==> src/rtl/dcfc_map.svh <==
// Constants of the two-port FIFO control block: sizes, offsets, counts.
// Assumes inclusion by bare name from the design files.
`ifndef DCFC_MAP_SVH
`define DCFC_MAP_SVH

`define DCFC_DATA_W 36
`define DCFC_DEPTH 64
`define DCFC_AW 6
`define DCFC_PTR_W 7
`define DCFC_FULL_CNT 7'h40
`define DCFC_OFS_HH 7'h10
`define DCFC_OFS_HL 7'h0C
`define DCFC_OFS_LH 7'h08
`define DCFC_OFS_LL 7'h04
`define DCFC_OFS_RST 7'h04
`define DCFC_LOAD_DELAY 2'h2
`define DCFC_UNITS_LONG 3'h1
`define DCFC_UNITS_WORD 3'h2
`define DCFC_UNITS_BYTE 3'h4
`define DCFC_BYTE_W 9
`define DCFC_WORD_W 18

`endif

==> src/rtl/dcfc_pkg.sv <==
// Types shared by the FIFO control block.
// Assumes nothing beyond a SystemVerilog compiler.
`default_nettype none
package dcfc_pkg;
   typedef enum logic [1:0] {
      DCFC_LONG,
      DCFC_WORD,
      DCFC_BYTE
   } dcfc_width_type;
endpackage
`default_nettype wire

==> src/rtl/dcfc_ctrl.sv <==
// Port control and flag logic of a two-port 64 x 36 FIFO.
// Assumes both port clocks arrive as pins, each well below a quarter of core_clk_i.
`timescale 1ns/10ps
`default_nettype none
`include "dcfc_map.svh"

// What this block does
// - Port A write stores FIFO or mail.
// - Port A mailbox read sets its flag high.
// - Port B FIFO read or mail write decode.
// - Port B mailbox read sets flag high.
// - Empty drops on last byte or word.
// - Read pointer advances per new output word.
// - New word visible after three read cycles.
// - Empty rises on second read edge.
// - Late edge defers first sync cycle.
// - Full flag lives on write clock.
// - Writes ignored while full flag low.
// - Write pointer advances per accepted write.
// - Freed slot writable after three write cycles.
// - Full rises on second write edge.
// - Late edge defers first write sync cycle.
// - Almost-empty from offset, read clock synced.
// - Flags follow word count against offset.
// - Reset clears pointers and sets flag levels.
// - Reset release loads offset from picks.
// - Reads ignored while empty flag low.
module dcfc_ctrl
   import dcfc_pkg::*;
#(
   parameter int DATA_W = `DCFC_DATA_W,
   parameter int DEPTH = `DCFC_DEPTH,
   parameter int AW = `DCFC_AW
) (
   // Core clock, reset, enable
   input wire logic core_clk_i,
   input wire logic rst_n_i,
   input wire logic clk_en_i,
   // Port A pins
   input wire logic write_side_clock_i,
   input wire logic port_a_chip_sel_n_i,
   input wire logic port_a_direction_i,
   input wire logic port_a_qualifier_i,
   input wire logic port_a_mailbox_sel_i,
   input wire logic [DATA_W-1:0] a_data_i,
   output logic [DATA_W-1:0] a_data_o,
   output logic a_data_oe_n_o,
   // Port B pins
   input wire logic read_side_clock_i,
   input wire logic port_b_chip_sel_n_i,
   input wire logic port_b_direction_i,
   input wire logic port_b_qualifier_i,
   input wire logic b_width_sel_hi_i,
   input wire logic b_width_sel_lo_i,
   input wire logic [DATA_W-1:0] b_data_i,
   output logic [DATA_W-1:0] b_data_o,
   output logic b_data_oe_n_o,
   // Offset straps
   input wire logic offset_pick_hi_i,
   input wire logic offset_pick_lo_i,
   // Flags
   output logic empty_n_flag_o,
   output logic almost_empty_n_o,
   output logic full_n_flag_o,
   output logic almost_full_n_o,
   output logic mail_to_b_flag_n_o,
   output logic mail_to_a_flag_n_o
);
   localparam int AV = DATA_W + 5;
   localparam int BV = DATA_W + 6;

   function automatic dcfc_width_type width_of(input logic hi, input logic lo);
      dcfc_width_type w;
      w = DCFC_LONG;
      case ({hi, lo})
         2'b01: w = DCFC_WORD;
         2'b10: w = DCFC_BYTE;
         default: w = DCFC_LONG;
      endcase
      return w;
   endfunction

   function automatic logic [2:0] units_of(input dcfc_width_type w);
      logic [2:0] u;
      u = `DCFC_UNITS_LONG;
      case (w)
         DCFC_WORD: u = `DCFC_UNITS_WORD;
         DCFC_BYTE: u = `DCFC_UNITS_BYTE;
         default: u = `DCFC_UNITS_LONG;
      endcase
      return u;
   endfunction

   // Unit placed in the low bits; upper bits are don't-care but driven
   function automatic logic [DATA_W-1:0] unit_sel(input logic [DATA_W-1:0] word,
                                                  input dcfc_width_type w,
                                                  input logic [1:0] idx);
      logic [DATA_W-1:0] r;
      r = word;
      case (w)
         DCFC_WORD: r = DATA_W'(word >> (idx[0] * `DCFC_WORD_W));
         DCFC_BYTE: r = DATA_W'(word >> (idx * `DCFC_BYTE_W));
         default: r = word;
      endcase
      return r;
   endfunction

   // Pin synchronisers, two stages before any logic
   logic [AV-1:0] a_s1_q;
   logic [AV-1:0] a_s2_q;
   logic a_clk_s3_q;
   logic [BV-1:0] b_s1_q;
   logic [BV-1:0] b_s2_q;
   logic b_clk_s3_q;
   logic [1:0] ofs_s1_q;
   logic [1:0] ofs_s2_q;

   always_ff @(posedge core_clk_i or negedge rst_n_i) begin
      if (!rst_n_i) begin
         // Select seen high in reset, so the data pins stay released
         a_s1_q <= {2'b01, {(AV-2){1'b0}}};
         a_s2_q <= {2'b01, {(AV-2){1'b0}}};
         a_clk_s3_q <= 1'b0;
         b_s1_q <= {2'b01, {(BV-2){1'b0}}};
         b_s2_q <= {2'b01, {(BV-2){1'b0}}};
         b_clk_s3_q <= 1'b0;
         ofs_s1_q <= 2'h0;
         ofs_s2_q <= 2'h0;
      end else if (clk_en_i) begin
         a_s1_q <= {write_side_clock_i, port_a_chip_sel_n_i, port_a_direction_i,
                    port_a_qualifier_i, port_a_mailbox_sel_i, a_data_i};
         a_s2_q <= a_s1_q;
         a_clk_s3_q <= a_s2_q[AV-1];
         b_s1_q <= {read_side_clock_i, port_b_chip_sel_n_i, port_b_direction_i,
                    port_b_qualifier_i, b_width_sel_hi_i, b_width_sel_lo_i, b_data_i};
         b_s2_q <= b_s1_q;
         b_clk_s3_q <= b_s2_q[BV-1];
         ofs_s1_q <= {offset_pick_hi_i, offset_pick_lo_i};
         ofs_s2_q <= ofs_s1_q;
      end
   end

   wire logic a_edge = a_s2_q[AV-1] & ~a_clk_s3_q;
   wire logic a_cs_n = a_s2_q[AV-2];
   wire logic a_dir = a_s2_q[AV-3];
   wire logic a_qual = a_s2_q[AV-4];
   wire logic a_mb = a_s2_q[AV-5];
   wire logic [DATA_W-1:0] a_din = a_s2_q[DATA_W-1:0];
   wire logic b_edge = b_s2_q[BV-1] & ~b_clk_s3_q;
   wire logic b_cs_n = b_s2_q[BV-2];
   wire logic b_dir = b_s2_q[BV-3];
   wire logic b_qual = b_s2_q[BV-4];
   wire logic b_hi = b_s2_q[BV-5];
   wire logic b_lo = b_s2_q[BV-6];
   wire logic [DATA_W-1:0] b_din = b_s2_q[DATA_W-1:0];
   wire logic b_both = b_hi & b_lo;

   // Registered state
   logic full_n_q;
   logic af_n_q;
   logic empty_n_q;
   logic ae_n_q;
   logic wr_alive_q;
   logic mail_to_b_flag_n_q;
   logic mail_to_a_flag_n_q;
   logic [DATA_W-1:0] mail_to_b_q;
   logic [DATA_W-1:0] mail_to_a_q;
   // Far pointers: one copy here, the flag flop acts as the second stage
   logic [AW:0] wp_s1_q;
   logic [AW:0] rp_s1_q;
   logic [6:0] ofs_q;
   logic [1:0] ofs_cnt_q;
   logic [2:0] units_left_q;
   logic [1:0] unit_idx_q;
   dcfc_width_type held_width_q;
   logic load_q;
   logic [DATA_W-1:0] held_word_q;
   logic [DATA_W-1:0] b_fifo_out_q;

   // FIFO storage
   wire logic fifo_in_ready;
   wire logic fifo_out_valid;
   wire logic [DATA_W-1:0] fifo_out_data;
   wire logic [AW:0] wr_ptr;
   wire logic [AW:0] rd_ptr;

   // Port A decode
   wire logic a_sel = a_edge & ~a_cs_n & a_qual;
   wire logic fifo_wr_sel = a_sel & a_dir & ~a_mb;
   wire logic push = fifo_wr_sel & full_n_q & fifo_in_ready;
   wire logic mail_b_wr = a_sel & a_dir & a_mb & mail_to_b_flag_n_q;
   wire logic mail_a_rd = a_sel & ~a_dir & a_mb;

   // Port B decode
   wire logic b_sel = b_edge & ~b_cs_n & b_qual;
   wire logic fifo_rd_sel = b_sel & ~b_dir & ~b_both;
   wire logic mail_a_wr = b_sel & b_dir & b_both & mail_to_a_flag_n_q;
   wire logic mail_b_rd = b_sel & ~b_dir & b_both;
   wire logic rd_go = fifo_rd_sel & empty_n_q;

   // Bus sizing: a new long word is unloaded when the held one is used up
   wire dcfc_width_type cur_width = width_of(b_hi, b_lo);
   wire logic need_new = (units_left_q == 3'h0) | (cur_width != held_width_q);
   wire logic pop = rd_go & need_new & fifo_out_valid;
   wire logic step = rd_go & ~need_new;
   wire logic [2:0] units_left_d = pop ? 3'(units_of(cur_width) - 3'h1) :
                                   step ? 3'(units_left_q - 3'h1) : units_left_q;

   // Flag arithmetic on the far pointer seen through its first stage
   wire logic [AW:0] rd_next = rd_ptr + (AW+1)'(pop);
   wire logic [AW:0] wr_next = wr_ptr + (AW+1)'(push);
   wire logic [6:0] count_r = 7'(wp_s1_q - rd_next);
   wire logic [6:0] count_w = 7'(wr_next - rp_s1_q);
   wire logic [6:0] af_level = 7'(`DCFC_FULL_CNT - ofs_q);

   dcfc_fifo #(
      .WIDTH(DATA_W),
      .DEPTH(DEPTH),
      .AW(AW)
   ) dcfc_fifo_i (
      .core_clk_i(core_clk_i),
      .rst_n_i(rst_n_i),
      .clk_en_i(clk_en_i),
      .in_valid_i(fifo_wr_sel & full_n_q),
      .in_ready_o(fifo_in_ready),
      .in_data_i(a_din),
      .out_valid_o(fifo_out_valid),
      .out_ready_i(rd_go & need_new),
      .out_data_o(fifo_out_data),
      .wr_ptr_o(wr_ptr),
      .rd_ptr_o(rd_ptr)
   );

   // Write-side flags, updated only on write-clock edges
   always_ff @(posedge core_clk_i or negedge rst_n_i) begin
      if (!rst_n_i) begin
         rp_s1_q <= '0;
         full_n_q <= 1'b0;
         af_n_q <= 1'b1;
         wr_alive_q <= 1'b0;
      end else if (clk_en_i && a_edge) begin
         rp_s1_q <= rd_ptr;
         wr_alive_q <= 1'b1;
         // Stage-one copy equals what stage two holds after this edge
         full_n_q <= wr_alive_q & (count_w != `DCFC_FULL_CNT);
         af_n_q <= (count_w < af_level);
      end
   end

   // Read-side flags, updated only on read-clock edges
   always_ff @(posedge core_clk_i or negedge rst_n_i) begin
      if (!rst_n_i) begin
         wp_s1_q <= '0;
         empty_n_q <= 1'b0;
         ae_n_q <= 1'b0;
      end else if (clk_en_i && b_edge) begin
         wp_s1_q <= wr_ptr;
         empty_n_q <= (count_r != 7'h00) | (units_left_d != 3'h0);
         ae_n_q <= (count_r > ofs_q);
      end
   end

   // Offset capture once the straps have crossed the synchroniser
   always_ff @(posedge core_clk_i or negedge rst_n_i) begin
      if (!rst_n_i) begin
         ofs_q <= `DCFC_OFS_RST;
         ofs_cnt_q <= 2'h0;
      end else if (clk_en_i && ofs_cnt_q <= `DCFC_LOAD_DELAY) begin
         ofs_cnt_q <= ofs_cnt_q + 2'h1;
         if (ofs_cnt_q == `DCFC_LOAD_DELAY) begin
            case (ofs_s2_q)
               2'b11: ofs_q <= `DCFC_OFS_HH;
               2'b10: ofs_q <= `DCFC_OFS_HL;
               2'b01: ofs_q <= `DCFC_OFS_LH;
               default: ofs_q <= `DCFC_OFS_LL;
            endcase
         end
      end
   end

   // Mailboxes; a write is taken only while its flag is high, and then wins over a read in the same cycle
   always_ff @(posedge core_clk_i or negedge rst_n_i) begin
      if (!rst_n_i) begin
         mail_to_b_q <= '0;
         mail_to_a_q <= '0;
         mail_to_b_flag_n_q <= 1'b1;
         mail_to_a_flag_n_q <= 1'b1;
      end else if (clk_en_i) begin
         if (mail_b_wr) begin
            mail_to_b_q <= a_din;
            mail_to_b_flag_n_q <= 1'b0;
         end else if (mail_b_rd) begin
            mail_to_b_flag_n_q <= 1'b1;
         end
         if (mail_a_wr) begin
            mail_to_a_q <= b_din;
            mail_to_a_flag_n_q <= 1'b0;
         end else if (mail_a_rd) begin
            mail_to_a_flag_n_q <= 1'b1;
         end
      end
   end

   // Port B output register and auxiliary long-word holding
   always_ff @(posedge core_clk_i or negedge rst_n_i) begin
      if (!rst_n_i) begin
         units_left_q <= 3'h0;
         unit_idx_q <= 2'h0;
         held_width_q <= DCFC_LONG;
         load_q <= 1'b0;
         held_word_q <= '0;
         b_fifo_out_q <= '0;
      end else if (clk_en_i) begin
         units_left_q <= units_left_d;
         load_q <= pop;
         if (pop) begin
            held_width_q <= cur_width;
            unit_idx_q <= 2'h0;
         end else if (step) begin
            unit_idx_q <= unit_idx_q + 2'h1;
            b_fifo_out_q <= unit_sel(held_word_q, held_width_q, 2'(unit_idx_q + 2'h1));
         end
         // Storage read data lands one cycle after the pop
         if (load_q) begin
            held_word_q <= fifo_out_data;
            b_fifo_out_q <= unit_sel(fifo_out_data, held_width_q, 2'h0);
         end
      end
   end

   // Pins; mail data bypasses bus sizing
   assign a_data_o = mail_to_a_q;
   assign a_data_oe_n_o = a_cs_n | a_dir;
   assign b_data_o = b_both ? mail_to_b_q : b_fifo_out_q;
   assign b_data_oe_n_o = b_cs_n | b_dir;
   assign empty_n_flag_o = empty_n_q;
   assign almost_empty_n_o = ae_n_q;
   assign full_n_flag_o = full_n_q;
   assign almost_full_n_o = af_n_q;
   assign mail_to_b_flag_n_o = mail_to_b_flag_n_q;
   assign mail_to_a_flag_n_o = mail_to_a_flag_n_q;
endmodule
`default_nettype wire

==> src/rtl/dcfc_fifo.sv <==
// Storage FIFO with valid/ready on both sides and registered read data.
// Assumes DEPTH is a power of two equal to 2**AW.
`timescale 1ns/10ps
`default_nettype none
module dcfc_fifo #(
   parameter int WIDTH = 36,
   parameter int DEPTH = 32,
   parameter int AW = 5
) (
   // Clock, reset, enable
   input wire logic core_clk_i,
   input wire logic rst_n_i,
   input wire logic clk_en_i,
   // Fill side
   input wire logic in_valid_i,
   output logic in_ready_o,
   input wire logic [WIDTH-1:0] in_data_i,
   // Drain side
   output logic out_valid_o,
   input wire logic out_ready_i,
   output logic [WIDTH-1:0] out_data_o,
   // Pointers for the flag logic
   output logic [AW:0] wr_ptr_o,
   output logic [AW:0] rd_ptr_o
);
   logic [WIDTH-1:0] mem [DEPTH];
   logic [AW:0] wr_ptr_q;
   logic [AW:0] rd_ptr_q;
   logic [WIDTH-1:0] out_data_q;
   wire logic [AW:0] used;
   wire logic push;
   wire logic pop;

   assign used = wr_ptr_q - rd_ptr_q;
   assign in_ready_o = (used != (AW+1)'(DEPTH));
   assign out_valid_o = (used != '0);
   assign push = in_valid_i & in_ready_o;
   assign pop = out_ready_i & out_valid_o;
   assign out_data_o = out_data_q;
   assign wr_ptr_o = wr_ptr_q;
   assign rd_ptr_o = rd_ptr_q;

   always_ff @(posedge core_clk_i or negedge rst_n_i) begin
      if (!rst_n_i) begin
         wr_ptr_q <= '0;
         rd_ptr_q <= '0;
         out_data_q <= '0;
      end else if (clk_en_i) begin
         if (push) begin
            wr_ptr_q <= wr_ptr_q + 1'b1;
         end
         if (pop) begin
            rd_ptr_q <= rd_ptr_q + 1'b1;
            out_data_q <= mem[rd_ptr_q[AW-1:0]];
         end
      end
   end

   // Storage has no reset; contents only matter once written
   always_ff @(posedge core_clk_i) begin
      if (clk_en_i && push) begin
         mem[wr_ptr_q[AW-1:0]] <= in_data_i;
      end
   end
endmodule
`default_nettype wire

==> config.mk <==
export PLATFORM = sky130hd
export DESIGN_NAME = dcfc_ctrl
export DESIGN_NICKNAME = d
export VERILOG_FILES = /design/src/rtl/dcfc_pkg.sv /design/src/rtl/dcfc_ctrl.sv /design/src/rtl/dcfc_fifo.sv
export VERILOG_INCLUDE_DIRS = /design/src /design/src/rtl
export SDC_FILE = /design/constraint.sdc
export NUM_CORES = 2
export LEC_CHECK = 0
export BUFFER_PORTS_ARGS = -buffer_cell sky130_fd_sc_hd__buf_2
export CAP_MARGIN = 30
export CORE_MARGIN = 2
export CORE_UTILIZATION = 55
export CTS_BUF_LIST = sky130_fd_sc_hd__clkbuf_4 sky130_fd_sc_hd__clkbuf_8
export CTS_CLUSTER_DIAMETER = 50
export DETAILED_ROUTE_END_ITERATION = 10
export PLACE_DENSITY = 0.69
export SLEW_MARGIN = 0
export SYNTH_ARGS = -nofsm -noshare
export SYNTH_HDL_FRONTEND = slang
export SYNTH_SLANG_ARGS = --single-unit
==> constraint.sdc <==
create_clock -name core_clk_i -period 7.55 [get_ports core_clk_i]
set_input_delay 1.1325 -clock core_clk_i [delete_from_list [all_inputs] [get_ports core_clk_i]]
set_output_delay 1.1325 -clock core_clk_i [all_outputs]
set_load 0.005 [all_outputs]
* Word level (Yosys, flattened, before mapping) *
Memory sizes are Yosys's and may differ from the RTL's. A register that Yosys moved wholly into a read port is not among the register bits.
Cells that the tools add are included.

operators by class
  $add $sub $neg = 12
  multiply operators = 2
  magnitude comparators = 3
  eq/ne operators = 14
  shifts and indexed selects = 2
  muxes and demuxes = 18
  bitwise operators = 39
  reduce and logical (&&, ||, !) cells = 23

operator list
  operator             number
  $mux 36              4
  $pmux 36 s2          1
  $shr 36x6->36        2
  $and 1x1->1          26
  $sub 7x7->7          3
  $reduce_and 2->1     9
  $pmux 5 s3           1
  $add 7x1->7          2
  $add 7x1->7 const B  2
  $ne 7x7->1 const B   2
  $reduce_bool 7->1    2
  $eq 2x2->1 const B   6
  $not 1->1            9
  $eq 2x1->1 const B   4
  $reduce_bool 2->1    4
  $gt 7x7->1           1
  $lt 7x7->1           1
  $sub 7x7->7 const A  1
  $mul 2x4->6 const B  1
  $mux 1               6
  $mux 3               2
  $pmux 3 s2           1
  $sub 3x1->3 const B  2
  $mul 1x4->5 const B  1
  12 further kinds     20

storage, ports and cells
  register bits = 368
  memory bits (writable) = 2304
  input port bits = 88
  output and inout bits = 80
  word-level logic and storage cells = 143
  memories = 1

memories
  name             depth  width  rd ports  clocked after memory_dff  wr ports  RTL line         RTL
  dcfc_fifo_i.mem  64     36     1         1                         1         dcfc_fifo.sv:26  logic [WIDTH-1:0] mem [DEPTH];

* Logic depth before layout (Yosys ltp) *
  depth in word-level cells = 13
  mapped depth = 24
  depth with buffers taken out = 20

* Modules after synthesis *
A second synthesis with hierarchy kept.

second synthesis, totals
  cell total of the unflattened synthesis = 5488
  area, all modules = 106584.7 µm²

by module, submodules not included
  module     instances  cells an instance  area each (µm²)
  dcfc_fifo  1          4278               90750.8
  dcfc_ctrl  1          1210               15833.9

* Least setup slack after synthesis *
OpenSTA, ideal clock, no wires.

  path type = reg-to-reg
  start = register dcfc_fifo_i.rd_ptr_q[1] (netlist: dcfc_fifo_i.rd_ptr_o[1])
  end = memory dcfc_fifo_i.mem[7][0], enable pin
  setup time = 0.474 ns
  data arrival time = 5.337 ns
  required time = 7.076 ns
  path slack = 1.739 ns
  cell stages (with the launch flop) = 13
  path buffers = 3
  period minus slack after synthesis = 5.811 ns
  path through = dfrtp_1 buf_2 buf_1 buf_1 inv_1 ha_1 nand2b_1 a21boi_1 o311ai_1 a2111o_1 o211ai_1 or3_1 nor3_1

between the ends
  word-level cells in the longest chain between the ends = 6

ends and longest elaborated chain
  what                          RTL line         RTL
  from (decl)                   dcfc_fifo.sv:28  logic [AW:0] rd_ptr_q;
  from (signal assigned)        dcfc_fifo.sv:53  rd_ptr_q <= rd_ptr_q + 1'b1;
  $sub 7x7->7                   dcfc_fifo.sv:34  assign used = wr_ptr_q - rd_ptr_q;
  $ne 7x7->1                    dcfc_fifo.sv:35  assign in_ready_o = (used != (AW+1)'(DEPTH));
  $and 1x1->1                   dcfc_fifo.sv:37  assign push = in_valid_i & in_ready_o;
  $logic_and 1x1->1             dcfc_fifo.sv:61  if (clk_en_i && push) begin
  $mux 1                        dcfc_fifo.sv:61
  $mux 1 (implied by the code)  dcfc_fifo.sv:62  mem[wr_ptr_q[AW-1:0]] <= in_data_i;
  to (decl)                     dcfc_fifo.sv:26

Every way passes these cells.

* Final worst setup path *
  start = register dcfc_fifo_i.rd_ptr_q[1] (netlist: dcfc_fifo_i.rd_ptr_o[1])
  end = register ae_n_q (netlist: almost_empty_n_o)

between the ends
  word-level cells in the longest chain between the ends = 6

ends and longest elaborated chain
  what                  RTL line          RTL
  $sub 7x7->7           dcfc_fifo.sv:34
  $reduce_bool 7->1     dcfc_fifo.sv:36   assign out_valid_o = (used != '0);
  $and 1x1->1           dcfc_ctrl.sv:204  wire logic pop = rd_go & need_new & fifo_out_valid;
  $add 7x1->7 *         dcfc_ctrl.sv:210  wire logic [AW:0] rd_next = rd_ptr + (AW+1)'(pop);
  $sub 7x7->7 *         dcfc_ctrl.sv:212  wire logic [6:0] count_r = 7'(wp_s1_q - rd_next);
  $gt 7x7->1 *          dcfc_ctrl.sv:259  ae_n_q <= (count_r > ofs_q);
  to (signal assigned)  dcfc_ctrl.sv:259
  to (decl)             dcfc_ctrl.sv:162  logic ae_n_q;

Mark *: on every way between the ends. The rest lies on a longest branch, timed or not.
A chain may end at the register's enable or synchronous reset.

==> results.sh <==
export IMPL_status="complete, no violations"
export IMPL_hold_class="primary input to async pin"
export IMPL_gp_congestion=0.889
export IMPL_setup_ws_ns=2.02
export IMPL_htree_levels=5
export IMPL_slew_headroom_pct=23.4
export IMPL_internal_power_mw=25.5
export IMPL_ys_seq_area_share_pct=75.8
export IMPL_final_core_utilization_pct=62.1
export IMPL_synth_distinct_cells=66
export IMPL_cpPeakStageDelay_ns=0.75
export IMPL_max_cap_viol_count=0
export IMPL_power_total_mw=34.1
export IMPL_path_class="flip-flop to flip-flop"
export IMPL_p_per_area_nw_per_um2=289
export IMPL_grt_pass1_vias=53800
export IMPL_end_kind="flip-flop"
export IMPL_setup_tns_ns=0
export IMPL_sw_frac_of_total_pct=25.3
export IMPL_grtUsageTotal_pct=27.6
export IMPL_report_final_slew_viol_count=0
export IMPL_cts_sinks=2704
export IMPL_worstPathArrival_ns=6.45
export IMPL_dpl_instance_area_sq_um=109000
export IMPL_cts_root_buf="clkbuf_8"
export IMPL_timing_critical_path_cells="inv_1 -> ha_1 -> nor2b_1 -> o22ai_1 -> o21ai_1 -> a2111o_1 -> o21a_1 -> fa_1 -> inv_1 -> ha_1 -> or2_2 -> fa_1 -> nand2b_1 -> a21oi_1 -> xnor2_1 -> ha_1 -> a21oi_1 -> a41oi_1 -> nor2_1 -> o21ai_0"
export IMPL_finalWirelength_microns=264000
export IMPL_ys_flop_type="edfxtp_1"
export IMPL_ir_worst_vdd_mv=0.182
export IMPL_postSynthAreaPerCell_sq_um=20.7
export IMPL_setup_viol=0
export IMPL_cp_max_fo=29
export IMPL_fin_worst_skew_ns=0.0718
export IMPL_io_buffers=167
export IMPL_hold_ws_ns=0.117
export IMPL_synth_common_cells="2304 x edfxtp_1, 576 x mux4_2, 392 x dfrtp_1"
export IMPL_areaGrowthSynthToFinish_pct=12.6
export IMPL_ys_warn_count=0
export IMPL_vias=53800
export IMPL_hold_viol_final=0
export IMPL_required_ns=8.47
export IMPL_wl_per_cell_microns=31.6
export IMPL_drt_initial_drc_count=7187
export IMPL_core_area_sq_um=190000
export IMPL_num_io_pins=168
export IMPL_worst_setup_path_start_kind="flip-flop"
export IMPL_rows=160
export IMPL_hpwlAfterDp_microns=151000
export IMPL_post_cts_resized=0
export IMPL_rsz0062_at_grt="false"
export IMPL_p_clk_share_pct=35.0
export IMPL_cts_setup_buffers=0
export IMPL_slowest_stage="dfrtp_4"
export IMPL_die_area_sq_um=194000
export IMPL_fin_crit_sh_pct=73.2
export IMPL_seqCellArea_sq_um=79300
export IMPL_dp_cells=7612
export IMPL_dpl_worst_slack_ns=2.11
export IMPL_p_leak_nw=39.0
export IMPL_p_sw_mw=8.61
export IMPL_synth_most_common_cell="edfxtp_1"
export IMPL_ys_ff_latch=2704
export IMPL_remaining_drc_errors=0
export IMPL_layout_nets=5670
export IMPL_die_y_microns=440
export IMPL_crit_path_frequent_cell="ha_1"
export IMPL_grt_overflow_total=0
export IMPL_synth_top_area_share_pct=66.2
export IMPL_grt_pass1_wl_microns=380000
export IMPL_fin_crit_ns=5.53
export IMPL_worst_pin_slew_ns=1.15
export IMPL_start_util_pct=55.1
export IMPL_cts_buffers=421
export IMPL_drive_gt1_share_pct=34.7
export IMPL_power_share_sequential_pct=51.0
export IMPL_antenna_found_initial=18
export IMPL_fmax_mhz=181
export IMPL_synth_area_leaders="edfxtp_1 66%, mux4_2 12%, dfrtp_1 9.4%"
export IMPL_drt_pass1_iter_count=6
export IMPL_fin_area_sq_um=118000
export IMPL_clock_insertion_delay_worst_skew_ns=1.11
export IMPL_postCtsHoldBufs=0
export IMPL_cts_tree="built"
export IMPL_synth_net_count=5192
export IMPL_pwr_share_comb_pct=14.0
export IMPL_multiInputGateArea_sq_um=24300
export IMPL_die_w_microns=440
export IMPL_cts_buffer_depth=4
export IMPL_ant_nets=0
export IMPL_syn_instance_count=5050
export IMPL_synth_top_area_cell="edfxtp_1"
export IMPL_vias_per_cell=6.44
export IMPL_nFillCells=12900
export IMPL_ys_async_sr_fraction_pct=14.8
export IMPL_final_cells=8359
export IMPL_clk_pin_slew_ns=0.06
export IMPL_synth_area_sq_um=105000
export IMPL_grt_max_degree=150
export IMPL_r2r_setup_slack_ns=2.02
export IMPL_synth_edf_count=2304
-- worst paths after layout --
kind / startpoint / end / cells after the start
max: dcfc_fifo_i.rd_ptr_o[1] / almost_empty_n_o / 20
min: rst_n_i / mail_to_b_q[33] / 1
max reg2reg: dcfc_fifo_i.rd_ptr_o[1] / almost_empty_n_o / 20
min reg2reg: wr_alive_q / wr_alive_q / 1
max in group asynchronous: rst_n_i / dcfc_fifo_i.rd_ptr_o[1] / 2
min in group core_clk_i: b_data_i[18] / b_s1_q[18] / 2
-- layout by cell type (no fill, tap or decap), drive strengths merged, types with 5 or more instances in the layout --
cell type  synthesis  final
xor2               9      9
nand3              9      9
mux4             576    576
buf              109    344
or3                6      6
xnor2             23     23
mux2             324    324
a22oi            155    155
diode              0      8
a21o               7      7
clkbuf           181    614
nand3b             8      8
a311oi             5      5
o211ai            12     12
dfstp              8      8
a22o              78     78
o21ai            124    124
nor2              94     94
nor2b             11     11
a221o              9      9
clkinvlp           0      6
inv               51     54
and3              10     10
ha                51     51
mux2i             10     10
edfxtp          2304   2304
nand2b            14     14
nor3              47     47
a21oi            107    107
clkinv             5    115
a221oi            77     77
o22ai             43     43
nand4              5      5
nand2            137    137
dfrtp            392    392
-- power by group through the flow --
stage | clock (mW) | sequential, mW | combinational [mW]
floorplan | 0 | 17.6 | 3.19
global placement | 0 | 17.6 | 4.69
detailed placement | 0 | 17.7 | 4.78
CTS | 12.1 | 17.4 | 4.79
global route | 12.8 | 17.4 | 5.11
finish | 11.9 | 17.4 | 4.76
-- routing by layer --
metal / up-vias / track usage [%] / routed length, microns
li1: 21900 / - / -
met1: 28200 / 40.0 / 103000
met2: 3262 / 41.8 / 122000
met3: 440 / 6.14 / 29800
met4: 4 / 9.82 / 9400
met5: - / 0 / 30
-- logic make-up (layout without fill, tap and decap cells) --
| family | Yosys count | count (layout) | synth area share [%] |
|---|---|---|---|
| XOR/XNOR | 32 | 32 | 0.268 |
| multiplexers | 910 | 910 | 16.0 |
| AO/OA/AOI/OAI | 645 | 645 | 4.27 |
| other | 0 | 8 | 0 |
| AND/OR/NAND/NOR | 359 | 359 | 1.57 |
| flip-flops | 2704 | 2704 | 75.8 |
| adder cells (fa/ha/maj) | 54 | 54 | 0.668 |
| buffers and inverters | 346 | 1136 | 1.45 |
-- critical path: cells and delay by family (launching register included) --
| family | cells | cell delay [ns] |
|---|---|---|
| AND/OR/NAND/NOR | 4 | 0.76 |
| AO/OA/AOI/OAI | 8 | 1.57 |
| adder cells (fa/ha/maj) | 5 | 1.82 |
| XOR/XNOR | 1 | 0.16 |
| buffers and inverters | 2 | 0.29 |
| flip-flops | 1 | 0.75 |
-- state kept, by name, summed over array words and instances, names as in the netlist, 36 cells and up --
name and flops:
dcfc_fifo_i.mem 2304, b_s1_q 42, b_s2_q 42, a_s1_q 41
a_s2_q 41, a_data_o 36, b_fifo_out_q 36, dcfc_fifo_i.out_data_o 36
held_word_q 36, mail_to_b_q 36
-- cell type report --
type | instances | area share [%]
inverter | 56 | 0.179
multi-input combinational | 2000 | 20.7
antenna | 8 | 0.0170
clock inverter | 122 | 0.526
sequential | 2704 | 67.3
tap | 2511 | 2.67
timing repair buffer | 345 | 2.21
clock buffer | 613 | 6.38
No activity file was read; power rests on OpenSTA's default activity.
